--- src/core/caw_pkg.sv ---
// Package of offsets, field positions and constants for the counter watchdog
package caw_pkg;

	// ****************************************************
	// Register byte addresses on the AXI4-Lite bus
	// ****************************************************
	localparam logic [7:0] ADDR_MODE = 8'h00;
	localparam logic [7:0] ADDR_CTRL = 8'h04;
	localparam logic [7:0] ADDR_CNTL = 8'h08;
	localparam logic [7:0] ADDR_CNTH = 8'h0C;
	localparam logic [7:0] ADDR_CH4L = 8'h10;
	localparam logic [7:0] ADDR_CH4H = 8'h14;
	localparam logic [7:0] ADDR_CH4M = 8'h18;

	// ****************************************************
	// Field positions
	// ****************************************************
	localparam int MODE_EN = 0;
	localparam int MODE_LOCK = 1;
	localparam int MODE_CPS_LO = 2;
	localparam int MODE_CPS_HI = 4;
	localparam int MODE_COUNTER_IDLE_SUSPEND = 7;
	localparam int CTRL_RUN = 0;
	localparam int CTRL_ACTIVE = 1;

	// ****************************************************
	// Reset values, count step and low-byte full value
	// ****************************************************
	localparam logic [7:0] MODE_RESET = 8'h01;
	localparam logic [7:0] BYTE_ZERO = 8'h00;
	localparam logic [15:0] COUNT_ZERO = 16'h0000;
	localparam logic [15:0] COUNT_STEP = 16'h0001;
	localparam logic [7:0] LOW_FULL = 8'hFF;

	// ****************************************************
	// Counter clock selections and prescale terminals
	// ****************************************************
	localparam logic [2:0] CPS_DIV12 = 3'h0;
	localparam logic [2:0] CPS_DIV4 = 3'h1;
	localparam logic [2:0] CPS_EXT = 3'h2;
	localparam logic [3:0] DIV_SLOW_TERM = 4'hB;
	localparam logic [3:0] DIV_FAST_TERM = 4'h3;
	localparam logic [3:0] DIV_ZERO = 4'h0;
	localparam logic [3:0] DIV_STEP = 4'h1;
	localparam int LOW_SPAN = 256;

	// ****************************************************
	// Bus responses and read channel states
	// ****************************************************
	localparam logic [1:0] RESP_OKAY = 2'h0;
	localparam logic [1:0] RESP_SLVERR = 2'h2;
	typedef enum logic {RD_IDLE, RD_RESP} caw_rd_t;

endpackage : caw_pkg

--- src/core/caw_counter.sv ---
// Shared 16-bit up-counter with byte loads and low-byte overflow
`timescale 1ns/1ns
`default_nettype none

module caw_counter (
	input wire logic mclk,
	input wire logic resetn,
	input wire logic tick,
	input wire logic run,
	input wire logic loadLow,
	input wire logic loadHigh,
	input wire logic [7:0] loadData,
	output logic [15:0] count,
	output logic lowOverflow
);

	logic [15:0] next_count;

	// ****************************************************
	// Count: loads win, otherwise one step per running tick
	// ****************************************************
	always_comb begin
		next_count = count;
		if (loadLow) begin
			next_count = {count[15:8], loadData};
		end else if (loadHigh) begin
			next_count = {loadData, count[7:0]};
		end else if (run && tick) begin
			next_count = count + caw_pkg::COUNT_STEP;
		end
	end

	always_ff @(posedge mclk or negedge resetn) begin
		if (!resetn) begin
			count <= caw_pkg::COUNT_ZERO;
		end else begin
			count <= next_count;
		end
	end

	// Carry out of the low byte, one cycle wide
	assign lowOverflow = run & tick & ~loadLow & ~loadHigh &
		(count[7:0] == caw_pkg::LOW_FULL);
endmodule : caw_counter

`default_nettype wire

--- src/core/caw_tick_gen.sv ---
// Counter clock tick generator: prescaler and synchronised external clock pin
`timescale 1ns/1ns
`default_nettype none

module caw_tick_gen (
	input wire logic mclk,
	input wire logic resetn,
	input wire logic [2:0] clockSelect,
	input wire logic extClkPin,
	output logic tick
);

	logic [2:0] pinSync;
	logic pinLevel;
	logic [3:0] divCount;
	logic [2:0] next_pinSync;
	logic next_pinLevel;
	logic [3:0] next_divCount;
	logic [3:0] divTerm;
	logic pinRise;

	// ****************************************************
	// Next state: the pin counts only once stages two and three agree
	// ****************************************************
	always_comb begin
		next_pinSync = {pinSync[1:0], extClkPin};
		next_pinLevel = pinLevel;
		if (pinSync[2] == pinSync[1]) begin
			next_pinLevel = pinSync[2];
		end
		divTerm = (clockSelect == caw_pkg::CPS_DIV4) ?
			caw_pkg::DIV_FAST_TERM : caw_pkg::DIV_SLOW_TERM;
		if (divCount >= divTerm) begin
			next_divCount = caw_pkg::DIV_ZERO;
		end else begin
			next_divCount = divCount + caw_pkg::DIV_STEP;
		end
	end

	always_ff @(posedge mclk or negedge resetn) begin
		if (!resetn) begin
			pinSync <= 3'h0;
			pinLevel <= 1'b0;
			divCount <= caw_pkg::DIV_ZERO;
		end else begin
			pinSync <= next_pinSync;
			pinLevel <= next_pinLevel;
			divCount <= next_divCount;
		end
	end

	// Tick selection; any unlisted code runs at the full clock rate
	assign pinRise = next_pinLevel & ~pinLevel;
	always_comb begin
		case (clockSelect)
			caw_pkg::CPS_DIV12, caw_pkg::CPS_DIV4: tick = (divCount >= divTerm);
			caw_pkg::CPS_EXT: tick = pinRise;
			default: tick = 1'b1;
		endcase
	end

endmodule : caw_tick_gen

`default_nettype wire

--- src/core/caw_watchdog.sv ---
// Counter-array watchdog top with AXI4-Lite register slave
// Function
// Supervision is enabled when the block leaves any reset.
// Enable or lock bit set makes channel 4 the supervisory timer.
// Channel high byte is compared with the shared counter high byte.
// Channel low byte holds the reload offset used on each refresh.
// Shared counter runs whatever the run bit while supervising.
// Writes to both counter bytes are ignored while supervising.
// The three clock-select bits are frozen while supervising.
// The idle-suspend bit is frozen while supervising.
// Channel 4 is forced into watchdog operation while supervising.
// Channel 4 mode register writes are blocked while supervising.
// Run-bit writes leave the counter running while supervising.
// Run bit reads zero when software never set it, even if running.
// A compare match while supervising raises a system reset.
// A channel high write reloads counter high plus offset.
// The offset counts low-byte overflows before reset.
// First overflow after refresh takes up to 256 counter clocks.
// Counter is 16-bit, low overflow steps high; compare each tick.
`timescale 1ns/1ns
`default_nettype none

module caw_watchdog (
	input wire logic mclk,
	input wire logic resetn,
	input wire logic [7:0] awaddr,
	input wire logic awvalid,
	output logic awready,
	input wire logic [31:0] wdata,
	input wire logic [3:0] wstrb,
	input wire logic wvalid,
	output logic wready,
	output logic [1:0] bresp,
	output logic bvalid,
	input wire logic bready,
	input wire logic [7:0] araddr,
	input wire logic arvalid,
	output logic arready,
	output logic [31:0] rdata,
	output logic [1:0] rresp,
	output logic rvalid,
	input wire logic rready,
	input wire logic idleMode,
	input wire logic extClkPin,
	output logic ch4WatchdogMode,
	output logic systemReset
);

	// ****************************************************
	// Declarations
	// ****************************************************
	logic awHeld;
	logic [7:0] awAddrHeld;
	logic wHeld;
	logic [7:0] wByteHeld;
	logic wLaneHeld;
	logic [1:0] next_bresp;
	logic next_bvalid;
	logic next_awHeld;
	logic [7:0] next_awAddrHeld;
	logic next_wHeld;
	logic [7:0] next_wByteHeld;
	logic next_wLaneHeld;
	caw_pkg::caw_rd_t rdState;
	caw_pkg::caw_rd_t next_rdState;
	logic [31:0] next_rdata;
	logic [1:0] next_rresp;
	logic doWrite;
	logic wrMapped;
	logic wrMode, wrCtrl, wrCntl, wrCnth, wrCh4l, wrCh4h, wrCh4m;
	logic [7:0] mode;
	logic runControl;
	logic [7:0] ch4Low;
	logic [7:0] ch4High;
	logic [7:0] ch4Mode;
	logic [7:0] next_mode;
	logic next_runControl;
	logic [7:0] next_ch4Low;
	logic [7:0] next_ch4High;
	logic [7:0] next_ch4Mode;
	logic next_systemReset;
	logic supervising;
	logic counterRun;
	logic tick;
	logic [15:0] count;
	logic [7:0] cntHigh;
	logic [7:0] refreshSum;
	logic lowOverflow;
	logic compareHit;

	// ****************************************************
	// Write address and data channels, taken in either order
	// ****************************************************
	assign awready = ~awHeld & ~bvalid;
	assign wready = ~wHeld & ~bvalid;
	assign doWrite = awHeld & wHeld & ~bvalid;

	always_comb begin
		next_awHeld = awHeld;
		next_awAddrHeld = awAddrHeld;
		next_wHeld = wHeld;
		next_wByteHeld = wByteHeld;
		next_wLaneHeld = wLaneHeld;
		next_bvalid = bvalid;
		next_bresp = bresp;
		if (awvalid && awready) begin
			next_awHeld = 1'b1;
			next_awAddrHeld = awaddr;
		end
		if (wvalid && wready) begin
			next_wHeld = 1'b1;
			next_wByteHeld = wdata[7:0];
			next_wLaneHeld = wstrb[0];
		end
		if (doWrite) begin
			next_awHeld = 1'b0;
			next_wHeld = 1'b0;
			next_bvalid = 1'b1;
			next_bresp = wrMapped ? caw_pkg::RESP_OKAY : caw_pkg::RESP_SLVERR;
		end else if (bvalid && bready) begin
			next_bvalid = 1'b0;
		end
	end

	always_ff @(posedge mclk or negedge resetn) begin
		if (!resetn) begin
			awHeld <= 1'b0;
			awAddrHeld <= caw_pkg::BYTE_ZERO;
			wHeld <= 1'b0;
			wByteHeld <= caw_pkg::BYTE_ZERO;
			wLaneHeld <= 1'b0;
			bvalid <= 1'b0;
			bresp <= caw_pkg::RESP_OKAY;
		end else begin
			awHeld <= next_awHeld;
			awAddrHeld <= next_awAddrHeld;
			wHeld <= next_wHeld;
			wByteHeld <= next_wByteHeld;
			wLaneHeld <= next_wLaneHeld;
			bvalid <= next_bvalid;
			bresp <= next_bresp;
		end
	end

	// ****************************************************
	// Write decode; a cleared byte lane 0 stores nothing
	// ****************************************************
	always_comb begin
		wrMapped = 1'b1;
		wrMode = 1'b0;
		wrCtrl = 1'b0;
		wrCntl = 1'b0;
		wrCnth = 1'b0;
		wrCh4l = 1'b0;
		wrCh4h = 1'b0;
		wrCh4m = 1'b0;
		if (awAddrHeld == caw_pkg::ADDR_MODE) begin
			wrMode = doWrite & wLaneHeld;
		end else if (awAddrHeld == caw_pkg::ADDR_CTRL) begin
			wrCtrl = doWrite & wLaneHeld;
		end else if (awAddrHeld == caw_pkg::ADDR_CNTL) begin
			wrCntl = doWrite & wLaneHeld;
		end else if (awAddrHeld == caw_pkg::ADDR_CNTH) begin
			wrCnth = doWrite & wLaneHeld;
		end else if (awAddrHeld == caw_pkg::ADDR_CH4L) begin
			wrCh4l = doWrite & wLaneHeld;
		end else if (awAddrHeld == caw_pkg::ADDR_CH4H) begin
			wrCh4h = doWrite & wLaneHeld;
		end else if (awAddrHeld == caw_pkg::ADDR_CH4M) begin
			wrCh4m = doWrite & wLaneHeld;
		end else begin
			wrMapped = 1'b0;
		end
	end

	// ****************************************************
	// Supervision state and counter control
	// ****************************************************
	assign supervising = mode[caw_pkg::MODE_EN] | mode[caw_pkg::MODE_LOCK];
	assign ch4WatchdogMode = supervising;
	// Idle suspend only counts when software alone runs the counter
	assign counterRun = supervising |
		(runControl & ~(idleMode & mode[caw_pkg::MODE_COUNTER_IDLE_SUSPEND]));
	assign cntHigh = count[15:8];
	assign refreshSum = cntHigh + ch4Low;
	assign compareHit = supervising & tick & (ch4High == cntHigh);

	caw_tick_gen u_tick (
		.mclk(mclk),
		.resetn(resetn),
		.clockSelect(mode[caw_pkg::MODE_CPS_HI:caw_pkg::MODE_CPS_LO]),
		.extClkPin(extClkPin),
		.tick(tick)
	);

	// Counter byte loads are dropped while supervising
	caw_counter u_counter (
		.mclk(mclk),
		.resetn(resetn),
		.tick(tick),
		.run(counterRun),
		.loadLow(wrCntl & ~supervising),
		.loadHigh(wrCnth & ~supervising),
		.loadData(wByteHeld),
		.count(count),
		.lowOverflow(lowOverflow)
	);

	// ****************************************************
	// Register file next values
	// ****************************************************
	always_comb begin
		next_mode = mode;
		next_runControl = runControl;
		next_ch4Low = ch4Low;
		next_ch4High = ch4High;
		next_ch4Mode = ch4Mode;
		next_systemReset = compareHit;
		if (wrMode) begin
			// Lock is set-only; while locked the enable bit cannot drop
			next_mode[caw_pkg::MODE_LOCK] = mode[caw_pkg::MODE_LOCK] |
				wByteHeld[caw_pkg::MODE_LOCK];
			next_mode[caw_pkg::MODE_EN] = mode[caw_pkg::MODE_LOCK] |
				wByteHeld[caw_pkg::MODE_EN];
			if (!supervising) begin
				next_mode[caw_pkg::MODE_CPS_HI:caw_pkg::MODE_CPS_LO] =
					wByteHeld[caw_pkg::MODE_CPS_HI:caw_pkg::MODE_CPS_LO];
				next_mode[caw_pkg::MODE_COUNTER_IDLE_SUSPEND] = wByteHeld[caw_pkg::MODE_COUNTER_IDLE_SUSPEND];
			end
		end
		if (wrCtrl) begin
			// Stored for readback only while supervising
			next_runControl = wByteHeld[caw_pkg::CTRL_RUN];
		end
		if (wrCh4l) begin
			next_ch4Low = wByteHeld;
		end
		if (wrCh4h) begin
			// Refresh discards the written value
			next_ch4High = supervising ? refreshSum : wByteHeld;
		end
		if (wrCh4m && !supervising) begin
			next_ch4Mode = wByteHeld;
		end
	end

	always_ff @(posedge mclk or negedge resetn) begin
		if (!resetn) begin
			mode <= caw_pkg::MODE_RESET;
			runControl <= 1'b0;
			ch4Low <= caw_pkg::BYTE_ZERO;
			ch4High <= caw_pkg::BYTE_ZERO;
			ch4Mode <= caw_pkg::BYTE_ZERO;
			systemReset <= 1'b0;
		end else begin
			mode <= next_mode;
			runControl <= next_runControl;
			ch4Low <= next_ch4Low;
			ch4High <= next_ch4High;
			ch4Mode <= next_ch4Mode;
			systemReset <= next_systemReset;
		end
	end

	// ****************************************************
	// Read channel: data is latched when the address is taken
	// ****************************************************
	assign arready = (rdState == caw_pkg::RD_IDLE);
	assign rvalid = (rdState == caw_pkg::RD_RESP);

	always_comb begin
		next_rdState = rdState;
		next_rdata = rdata;
		next_rresp = rresp;
		case (rdState)
			caw_pkg::RD_IDLE: begin
				if (arvalid) begin
					next_rdState = caw_pkg::RD_RESP;
					next_rresp = caw_pkg::RESP_OKAY;
					next_rdata = 32'h0000_0000;
					if (araddr == caw_pkg::ADDR_MODE) begin
						next_rdata[7:0] = mode;
					end else if (araddr == caw_pkg::ADDR_CTRL) begin
						next_rdata[caw_pkg::CTRL_RUN] = runControl;
						next_rdata[caw_pkg::CTRL_ACTIVE] = counterRun;
					end else if (araddr == caw_pkg::ADDR_CNTL) begin
						next_rdata[7:0] = count[7:0];
					end else if (araddr == caw_pkg::ADDR_CNTH) begin
						next_rdata[7:0] = cntHigh;
					end else if (araddr == caw_pkg::ADDR_CH4L) begin
						next_rdata[7:0] = ch4Low;
					end else if (araddr == caw_pkg::ADDR_CH4H) begin
						next_rdata[7:0] = ch4High;
					end else if (araddr == caw_pkg::ADDR_CH4M) begin
						next_rdata[7:0] = ch4Mode;
					end else begin
						next_rresp = caw_pkg::RESP_SLVERR;
					end
				end
			end
			caw_pkg::RD_RESP: begin
				if (rready) begin
					next_rdState = caw_pkg::RD_IDLE;
				end
			end
			default: next_rdState = caw_pkg::RD_IDLE;
		endcase
	end

	always_ff @(posedge mclk or negedge resetn) begin
		if (!resetn) begin
			rdState <= caw_pkg::RD_IDLE;
			rdata <= 32'h0000_0000;
			rresp <= caw_pkg::RESP_OKAY;
		end else begin
			rdState <= next_rdState;
			rdata <= next_rdata;
			rresp <= next_rresp;
		end
	end
endmodule : caw_watchdog

`default_nettype wire
--- config.mk ---
export PLATFORM = sky130hd
export DESIGN_NAME = caw_watchdog
export DESIGN_NICKNAME = d
export VERILOG_FILES = /design/src/core/caw_pkg.sv /design/src/core/caw_counter.sv /design/src/core/caw_tick_gen.sv /design/src/core/caw_watchdog.sv
export SDC_FILE = /design/constraint.sdc
export NUM_CORES = 1
export LEC_CHECK = 0
export BUFFER_PORTS_ARGS = -buffer_cell sky130_fd_sc_hd__buf_2
export CAP_MARGIN = 5
export CORE_UTILIZATION = 55
export DETAILED_ROUTE_END_ITERATION = 10
export GPL_TIMING_DRIVEN = 0
export HOLD_SLACK_MARGIN = 0.08
export MAX_ROUTING_LAYER = met4
export PLACE_DENSITY = 0.88
export SLEW_MARGIN = 15
export SYNTH_ARGS = -nofsm -noshare
export SYNTH_HDL_FRONTEND = slang
export SYNTH_HIERARCHICAL = 1
export SYNTH_SLANG_ARGS = --single-unit
--- constraint.sdc ---
create_clock -name mclk -period 4.1 [get_ports mclk]
set_input_delay 1.025 -clock mclk [delete_from_list [all_inputs] [get_ports mclk]]
set_output_delay 1.025 -clock mclk [all_outputs]
set_load 0.01 [all_outputs]
== Yosys cells after proc, flatten, opt, wreduce, memory -nomap -nowiden ==
Index checks and enable logic that the tools add are counted.

* $add $sub $neg: 3
* $mul: 0
* Div/mod/pow operators: 0
* $lt $le $gt $ge: 1
* Eq/ne operators: 17
* Shift-type cells: 0
* Multiplexer cells: 68
* Bitwise gates (word level): 24
* Reductions and logical operators: 19

{| class="wikitable"
|+ Operator list
! cell !! number
|-
| $mux W8 || 8
|-
| $eq A8 B5 Y1 const B || 6
|-
| $mux W1 || 44
|-
| $eq A8 B4 Y1 const B || 4
|-
| $mux W16 || 2
|-
| $mux W2 || 9
|-
| $add A16 B1 Y16 const B || 1
|-
| $eq A8 B3 Y1 const B || 2
|-
| $logic_not A8 Y1 || 2
|-
| $and A1 B1 Y1 || 12
|-
| $reduce_bool A2 Y1 || 5
|-
| $add A8 B8 Y8 || 1
|-
| $eq A8 B8 Y1 || 1
|-
| $mux W4 || 2
|-
| $not A1 Y1 || 8
|-
| $reduce_and A2 Y1 || 4
|-
| $mux W6 || 1
|-
| $logic_and A1 B1 Y1 || 5
|-
| $add A4 B1 Y4 const B || 1
|-
| $ge A4 B4 Y1 || 1
|-
| $or A1 B1 Y1 || 4
|-
| $pmux W1 S2 || 2
|-
| $eq A3 B1 Y1 const B || 1
|-
| $eq A3 B2 Y1 const B || 1
|-
| 5 further kinds || 5
|}

* Register bits: 89
* Bits in latches: 0
* RAM bits: 0
* Memory bits (read-only): 0
* Output and inout port bits: 43
* Logic and storage cells: 154
* Memories: 0

== Depth between registers and ports, before layout ==
Gate-level depths: netlist of the first run.

* Depth after elaboration: 11
* Gate-level depth with buffers: 9

== Cells and area by module ==
The synthesis of the first run kept the hierarchy.

{| class="wikitable"
|+ Modules (own cells, without submodules)
! module !! times used !! cells an instance !! area an instance (um^2) !! seq. area each (um^2)
|-
| caw_watchdog || 1 || 340 || 3651.0 || 1577.8
|-
| caw_counter || 1 || 121 || 1027.2 || 400.4
|-
| caw_tick_gen || 1 || 25 || 349.1 || 200.2
|}

== Worst setup path after synthesis of the first run ==
OpenSTA, ideal clock, no wires.

* Path kind: input to register
* From: input port idleMode
* To: register u_counter.count[10]
* Setup time: 69 ps
* Arrival time: 2414 ps
* Required time: 4031 ps
* Slack: 1617 ps
* Stages: 6
* Path buffers: 0
* Cell sequence: a21boi_0 -> nand2b_1 -> nand2_1 -> or4_4 -> or4_1 -> nand3_1

* Cells in the longest elaborated chain, start to end: 7

{| class="wikitable"
|+ RTL lines
! element !! RTL line !! text
|-
| from (decl) || caw_watchdog.sv:43 || <nowiki>input wire logic idleMode,</nowiki>
|-
| $and A1 B1 Y1 || caw_watchdog.sv:183 || <nowiki>(runControl & ~(idleMode & mode[caw_pkg::MODE_COUNTER_IDLE_SUSPEND]));</nowiki>
|-
| $not A1 Y1 || caw_watchdog.sv:183 ||
|-
| $and A1 B1 Y1 || caw_watchdog.sv:183 ||
|-
| $or A1 B1 Y1 || caw_watchdog.sv:182 || <nowiki>assign counterRun = supervising |</nowiki>
|-
| via counterRun || caw_watchdog.sv:83 || <nowiki>logic counterRun;</nowiki>
|-
| $logic_and A1 B1 Y1 || caw_counter.sv:28 || <nowiki>end else if (run && tick) begin</nowiki>
|-
| $reduce_bool A2 Y1 (no line) || - ||
|-
| $reduce_and A2 Y1 (no line) || - ||
|-
| to (signal assigned) || caw_counter.sv:35 || <nowiki>count <= caw_pkg::COUNT_ZERO;</nowiki>
|-
| to (signal assigned) || caw_counter.sv:37 || <nowiki>count <= next_count;</nowiki>
|-
| to (decl) || caw_counter.sv:13 || <nowiki>output logic [15:0] count,</nowiki>
|}

The timed path passes the listed nets, and every way through them passes these cells.
A chain may end at the register's enable or synchronous reset.

== Worst setup path after layout of the first run ==
* From: register mode[1]
* To: register u_counter.count[8]

* Cells in the longest elaborated chain, start to end: 5

{| class="wikitable"
|+ RTL lines
! element !! RTL line !! text
|-
| from (decl) || caw_watchdog.sv:71 || <nowiki>logic [7:0] mode;</nowiki>
|-
| from (signal assigned) || caw_watchdog.sv:249 || <nowiki>mode <= caw_pkg::MODE_RESET;</nowiki>
|-
| from (signal assigned) || caw_watchdog.sv:256 || <nowiki>mode <= next_mode;</nowiki>
|-
| $or A1 B1 Y1 (*) || caw_watchdog.sv:179 || <nowiki>assign supervising = mode[caw_pkg::MODE_EN] | mode[caw_pkg::MODE_LOCK];</nowiki>
|-
| $or A1 B1 Y1 or $not A1 Y1 (tied branches) || - ||
|-
| $logic_and A1 B1 Y1, or another cell as far along || caw_counter.sv:28 ||
|-
| $reduce_bool A2 Y1 (no line) or $not A1 Y1 (tied branches) || - ||
|-
| $reduce_and A2 Y1 (no line) || - ||
|}

Mark *: on every way between the ends. The rest lies on a longest branch, timed or not. The select of a mux whose other input is x is not followed.

==> results.txt, run 1 <==
sequential share of power - 49.4%
final RePlAce weighted congestion - 0.9307
RSZ-0062 raised after global routing - false
max frequency - 334.0 MHz
crit-path max FO - 10
nets - 642
NetSw - 1.109 mW
Layout area overhead - 13.36%
largest net degree at the start of global routing - 49
worst endpoint data arrival time - 3.25 ns
clock buffer depth - 2
share of cells above drive strength 1 - 27.65%
run status - finished clean
clock skew - 0.01180 ns
Rows - 34
Final Hold Viols - 0
Post-DRT Antenna Nets - 0
Worst-Margin Slew - 0.7630 ns
first-pass GRT wire length - 19660 µm
Worst setup SP type - flip-flop
total grt overflow - 0
total track usage - 27.17%
Synth Instances - 485
Tmin final - 2.994 ns
post-CTS sizing - 0
vias in the first global route - 3961
Synthesis Warnings - 6
DRC viols - 0
worst-skew pair later-pin latency - 0.36 ns
PwrDens - 493.6 nW/µm²
endpoints failing setup - 0
wirelength, routed - 12050 µm
CTS Hold Bufs - 0
Setup CP Type - flip-flop to flip-flop
initial core utilization - 57.30%
Clock Root Buffer - clkbuf_8
Final HPWL DP - 8957 µm
Ports - 104
Mapped Area - 5021 µm²
Detailed Route Iter0 Violations - 323
Worst VDD drop - 0.0003761 V
Clk pwr share - 19.4%
Pins Over Slew Limit - 0
Slew headroom - 48.95%
Period Utilization, post-route - 73.03%
Clock transition at path regs - 0.09 ns
Routed WL per cell - 17.65 µm
Sw Share - 39.48%
Setup TNS - 0 ns
Sink Count - 87
vias - 4124
Die Area - 9515 µm²
Avg Cell Area, Syn - 10.35 µm²
Leakage - 2.611 nW
Via density - 6.038
CP endpoint kind - flip-flop
internal power - 1.700 mW
drt pass-1 iters - 7
setup bufs post-CTS - 0
diode count - 0
worst endpoint required time - 4.36 ns
total power draw - 2.809 mW
HP Class - flip-flop to flip-flop
port bufs - 48
CTS tree - done
H-tree depth - 3
initial antenna violation count - 0
Die Y-Extent - 97.55 µm
Num CTS Buffers - 9
Die X - 97.55 µm
Max Cap Viol - 0
Core Area - 8763 µm²
Comb pwr share - 31.2%
-- critical path: stages (launching register included) --
cell     delay (ns)
dfrtp_1        0.42
nor2_1         0.60
buf_2          0.35
and4_1         0.24
buf_2          0.20
inv_1          0.10
a21oi_1        0.53
o21ai_0        0.19
a22o_1         0.26
-- sequential cells by signal, summed over array words and instances (netlist names), 3 cells and up --
| name | cells |
|---|---|
| u_counter/count | 16 |
| awAddrHeld | 8 |
| ch4High | 8 |
| ch4Low | 8 |
| ch4Mode | 8 |
| rdata | 8 |
| wByteHeld | 8 |
| mode | 6 |
| u_tick/divCount | 4 |
| u_tick/pinSync | 3 |
-- routing by layer --
metal  global-route usage [%]  vias up  wire (µm)
met5                        -        -          0
met4                    11.65        0        399
met3                    5.252       48       1031
met2                    42.12      229       5603
met1                    34.96     1962       5019
li1                         -     1885          -
-- per-stage QoR --
| stage | util, % | std cells | setup slack [ns] | hold slack [ns] | cell area (µm²) |
|---|---|---|---|---|---|
| after floorplan | - | 510 | 1.617 | 0.3312 | 5115 |
| after global placement | 62.65 | 666 | 1.259 | 0.3330 | 5490 |
| after detailed placement | 62.99 | 667 | 1.158 | 0.3393 | 5520 |
| after CTS | 64.95 | 683 | 1.150 | 0.3608 | 5692 |
| after global routing | 64.95 | 683 | 0.8486 | 0.3628 | 5692 |
| final | 64.95 | 683 | 1.106 | 0.3579 | 5692 |
-- layout by cell type (no fill, tap or decap), drive strengths merged, types with 5 or more instances in the layout --
cell type,n
a21oi,15
a22o,5
a31oi,5
buf,81
clkbuf,20
conb,26
dfrtp,86
ha,10
inv,21
mux2,45
mux2i,12
nand2,37
nand3,18
nor2,25
nor2b,6
nor3,17
nor3b,6
nor4,6
o21ai,38
o221ai,6
o22ai,5
xnor2,15
-- cell type report --
cell class              count  area (µm²)
inverters                  20       75.07
plain buffers              41       294.0
well taps                 108       135.1
multi-input cells         362        2567
clock inverters             5       40.04
repair buffers             49       270.3
fillers                   697        3072
clock buffers              11       131.4
flip-flops and latches     87        2178
-- final timing paths --
check	endpoint	startpoint	slack, ns	cells past startpoint
min in group asynchronous	bvalid	resetn	0.64	1
setup / recovery	u_counter/count[8]	mode[1]	1.11	8
hold / removal	u_tick/pinSync[1]	u_tick/pinSync[0]	0.36	0
max in group asynchronous	mode[0]	resetn	2.79	2
hold reg to reg	u_tick/pinSync[1]	u_tick/pinSync[0]	0.36	0
setup reg to reg	u_counter/count[8]	mode[1]	1.11	8
-- power groups by stage --
stage	sequential [mW]	clock, mW	combinational (mW)
after floorplan	1.27	0	0.654
after global placement	1.37	0	0.815
after detailed placement	1.39	0	0.865
after CTS	1.37	0.558	0.871
after global routing	1.41	0.587	0.964
final	1.39	0.545	0.876
Power figures use the tool's default switching activity.
==> run 2, diff against run 1 <==
ABC_AREA = 1   (was default)
clock period = 3 ns   (was 4.1 ns; I/O delays follow)
==> run 2 against run 1 <==
Compared with the run above:
- synthesized cell count grew 44%
- via count grew 21%
- critical path depth shrank 4
- power rose by 39%
- critical path type is now flip-flop to output pin
- core utilization is 0.21 points higher
- clock-buffer cell count fell by 1
- final cell count increased by 35%
- sequential power rose by 33%
- register-to-register slack got worse by 0.67 ns
==> results.txt, run 2 <==
Sink Count - 87 (unchanged)
initial core utilization - 57.20% (-0.099 points)
Post-DRT Antenna Nets - 0 (unchanged)
Clock Root Buffer - clkbuf_8
largest register by flop count - u_counter/count
Max Cap Viol - 0 (unchanged)
DR top layer - met4
Period Utilization, post-route - 85.63%
Clock transition at path regs - 0.10 ns (about the same)
final RePlAce weighted congestion - 0.9358 (+0.55%)
Layout area overhead - 13.93%
Worst setup SP type - flip-flop
Worst-Margin Slew - 0.7715 ns (+0.008582 ns)
Final Hold Viols - 0 (unchanged)
Tmin final - 2.569 ns
endpoints failing setup - 0 (unchanged)
Die Area - 10050 µm² (+5.6%)
Rows - 35 (+2.9%)
vias in the first global route - 4597 (+16%)
worst-skew pair later-pin latency - 0.37 ns (about the same)
Die Y-Extent - 100.3 µm (+2.8%)
PwrDens - 645.0 nW/µm² (+31%)
post-CTS sizing - 0 (unchanged)
Via density - 5.398 (-11%)
Ports - 104 (unchanged)
H-tree depth - 3 (unchanged)
hold slack - 0.3345 ns (-0.02345 ns)
Setup TNS - 0 ns (unchanged)
met2 wire length - 6242 µm (+11%)
CTS tree - done
diode count - 0 (unchanged)
Synthesis Warnings - 6 (unchanged)
CP endpoint kind - output pin
R2R cell count - 10 (+2)
first-pass GRT wire length - 22730 µm (+16%)
Worst VDD drop - 0.0004392 V (+17%)
setup bufs post-CTS - 0 (unchanged)
Routed WL per cell - 15.37 µm (-13%)
RSZ-0062 raised after global routing - false
Core Area - 9284 µm² (+5.9%)
post-route cell area - 6050 µm² (+6.3%)
Setup CP Type - flip-flop to output pin
Largest register FFs - 16 (unchanged)
Synth Instances - 700 (+44%)
total grt overflow - 0 (unchanged)
worst endpoint data arrival time - 1.82 ns (-1.43 ns)
total track usage - 30.64% (+3.5 points)
nets - 859 (+34%)
met3 WL post-DR - 1026 µm (-0.48%)
clock skew - 0.01570 ns (+0.003902 ns)
Mapped Area - 5310 µm² (+5.8%)
vias - 4972 (+21%)
HP Class - primary input to async pin
CTS Hold Bufs - 0 (unchanged)
Final HPWL DP - 10750 µm (+20%)
share of cells above drive strength 1 - 20.83% (-6.8 points)
Slew headroom - 48.17% (-0.78 points)
wirelength, routed - 14160 µm (+17%)
Pins Over Slew Limit - 0 (unchanged)
DP Area - 5846 µm² (+5.9%)
port bufs - 50 (+4.2%)
fillers - 808 (+16%)
DRC viols - 0 (unchanged)
max frequency - 389.3 MHz
most common cell after layout, fill and taps aside - nand2_1
clock buffer depth - 2 (unchanged)
commonest non-fill, non-tap cells in the layout - 181 x nand2_1, 86 x dfrtp_1, 81 x nor2_1
Num CTS Buffers - 9 (unchanged)
largest net degree at the start of global routing - 50 (+2.0%)
Detailed Route Iter0 Violations - 314 (-2.8%)
Leakage - 3.156 nW (+21%)
Die X - 100.3 µm (+2.8%)
worst endpoint required time - 2.25 ns (-2.11 ns)
routed length on met1 - 6232 µm (+24%)
run status - finished clean
drt pass-1 iters - 5 (-2)
crit-path max FO - 10 (unchanged)
Avg Cell Area, Syn - 7.586 µm² (-27%)
initial antenna violation count - 0 (unchanged)
run 2: worst max-delay path, stage by stage (launching register included):
cell and delay, ns:
dfrtp_1 0.42, nor2_2 0.46, inv_1 0.18, buf_2 0.23, buf_2 0.16
run 2: area by class of cell:
cell class                      count  area, µm²  area share [%]
Tap cell                          129      161.4           2.668
Inverter                           79      299.0           4.943
Multi-Input combinational cell    522       2661           43.99
Clock inverter                      6      76.32           1.262
Clock buffer                       10      127.6           2.110
Sequential cell                    87       2178           36.01
Timing Repair Buffer               51      280.3           4.633
Buffer                             37      265.3           4.385
run 2: path summary, 6_finish.rpt:
check / from / endpoint / slack, ns
worst min-delay path: resetn / awHeld / 0.33
worst max register to register: mode[1] / u_counter/count[12] / 0.44
max in group asynchronous: resetn / u_counter/count[2] / 2.03
worst min register to register: u_tick/pinSync[0] / u_tick/pinSync[1] / 0.37
min in group mclk: u_tick/pinSync[0] / u_tick/pinSync[1] / 0.37
worst max-delay path: mode[1] / ch4WatchdogMode / 0.43
run 2: stage by stage:
| stage | total power [mW] | utilization [%] | std cells | setup slack [ns] |
|---|---|---|---|---|
| floorplan | 2.562 | - | 725 | 0.9832 |
| finish | 3.902 | 65.16 | 921 | 0.4312 |
| CTS | 3.889 | 65.16 | 921 | 0.4350 |
| detailed placement | 3.015 | 62.97 | 905 | 0.4910 |
| global placement | 2.928 | 62.64 | 904 | 0.5049 |
| global route | 4.125 | 65.16 | 921 | 0.3151 |
run 2: where the power goes:
part,switching (mW),internal (mW),leakage [nW]
clock,0.474,0.402,0.104
combinational,0.734,0.446,1.96
sequential,0.366,1.48,1.10
total,1.57,2.33,3.16
run 2: layer usage:
| layer | vias to the layer above | global-route usage, % |
|---|---|---|
| met2 | 245 | 46.10 |
| met4 | 0 | 16.28 |
| met3 | 49 | 4.596 |
| met5 | - | - |
| li1 | 2390 | - |
| met1 | 2288 | 40.13 |
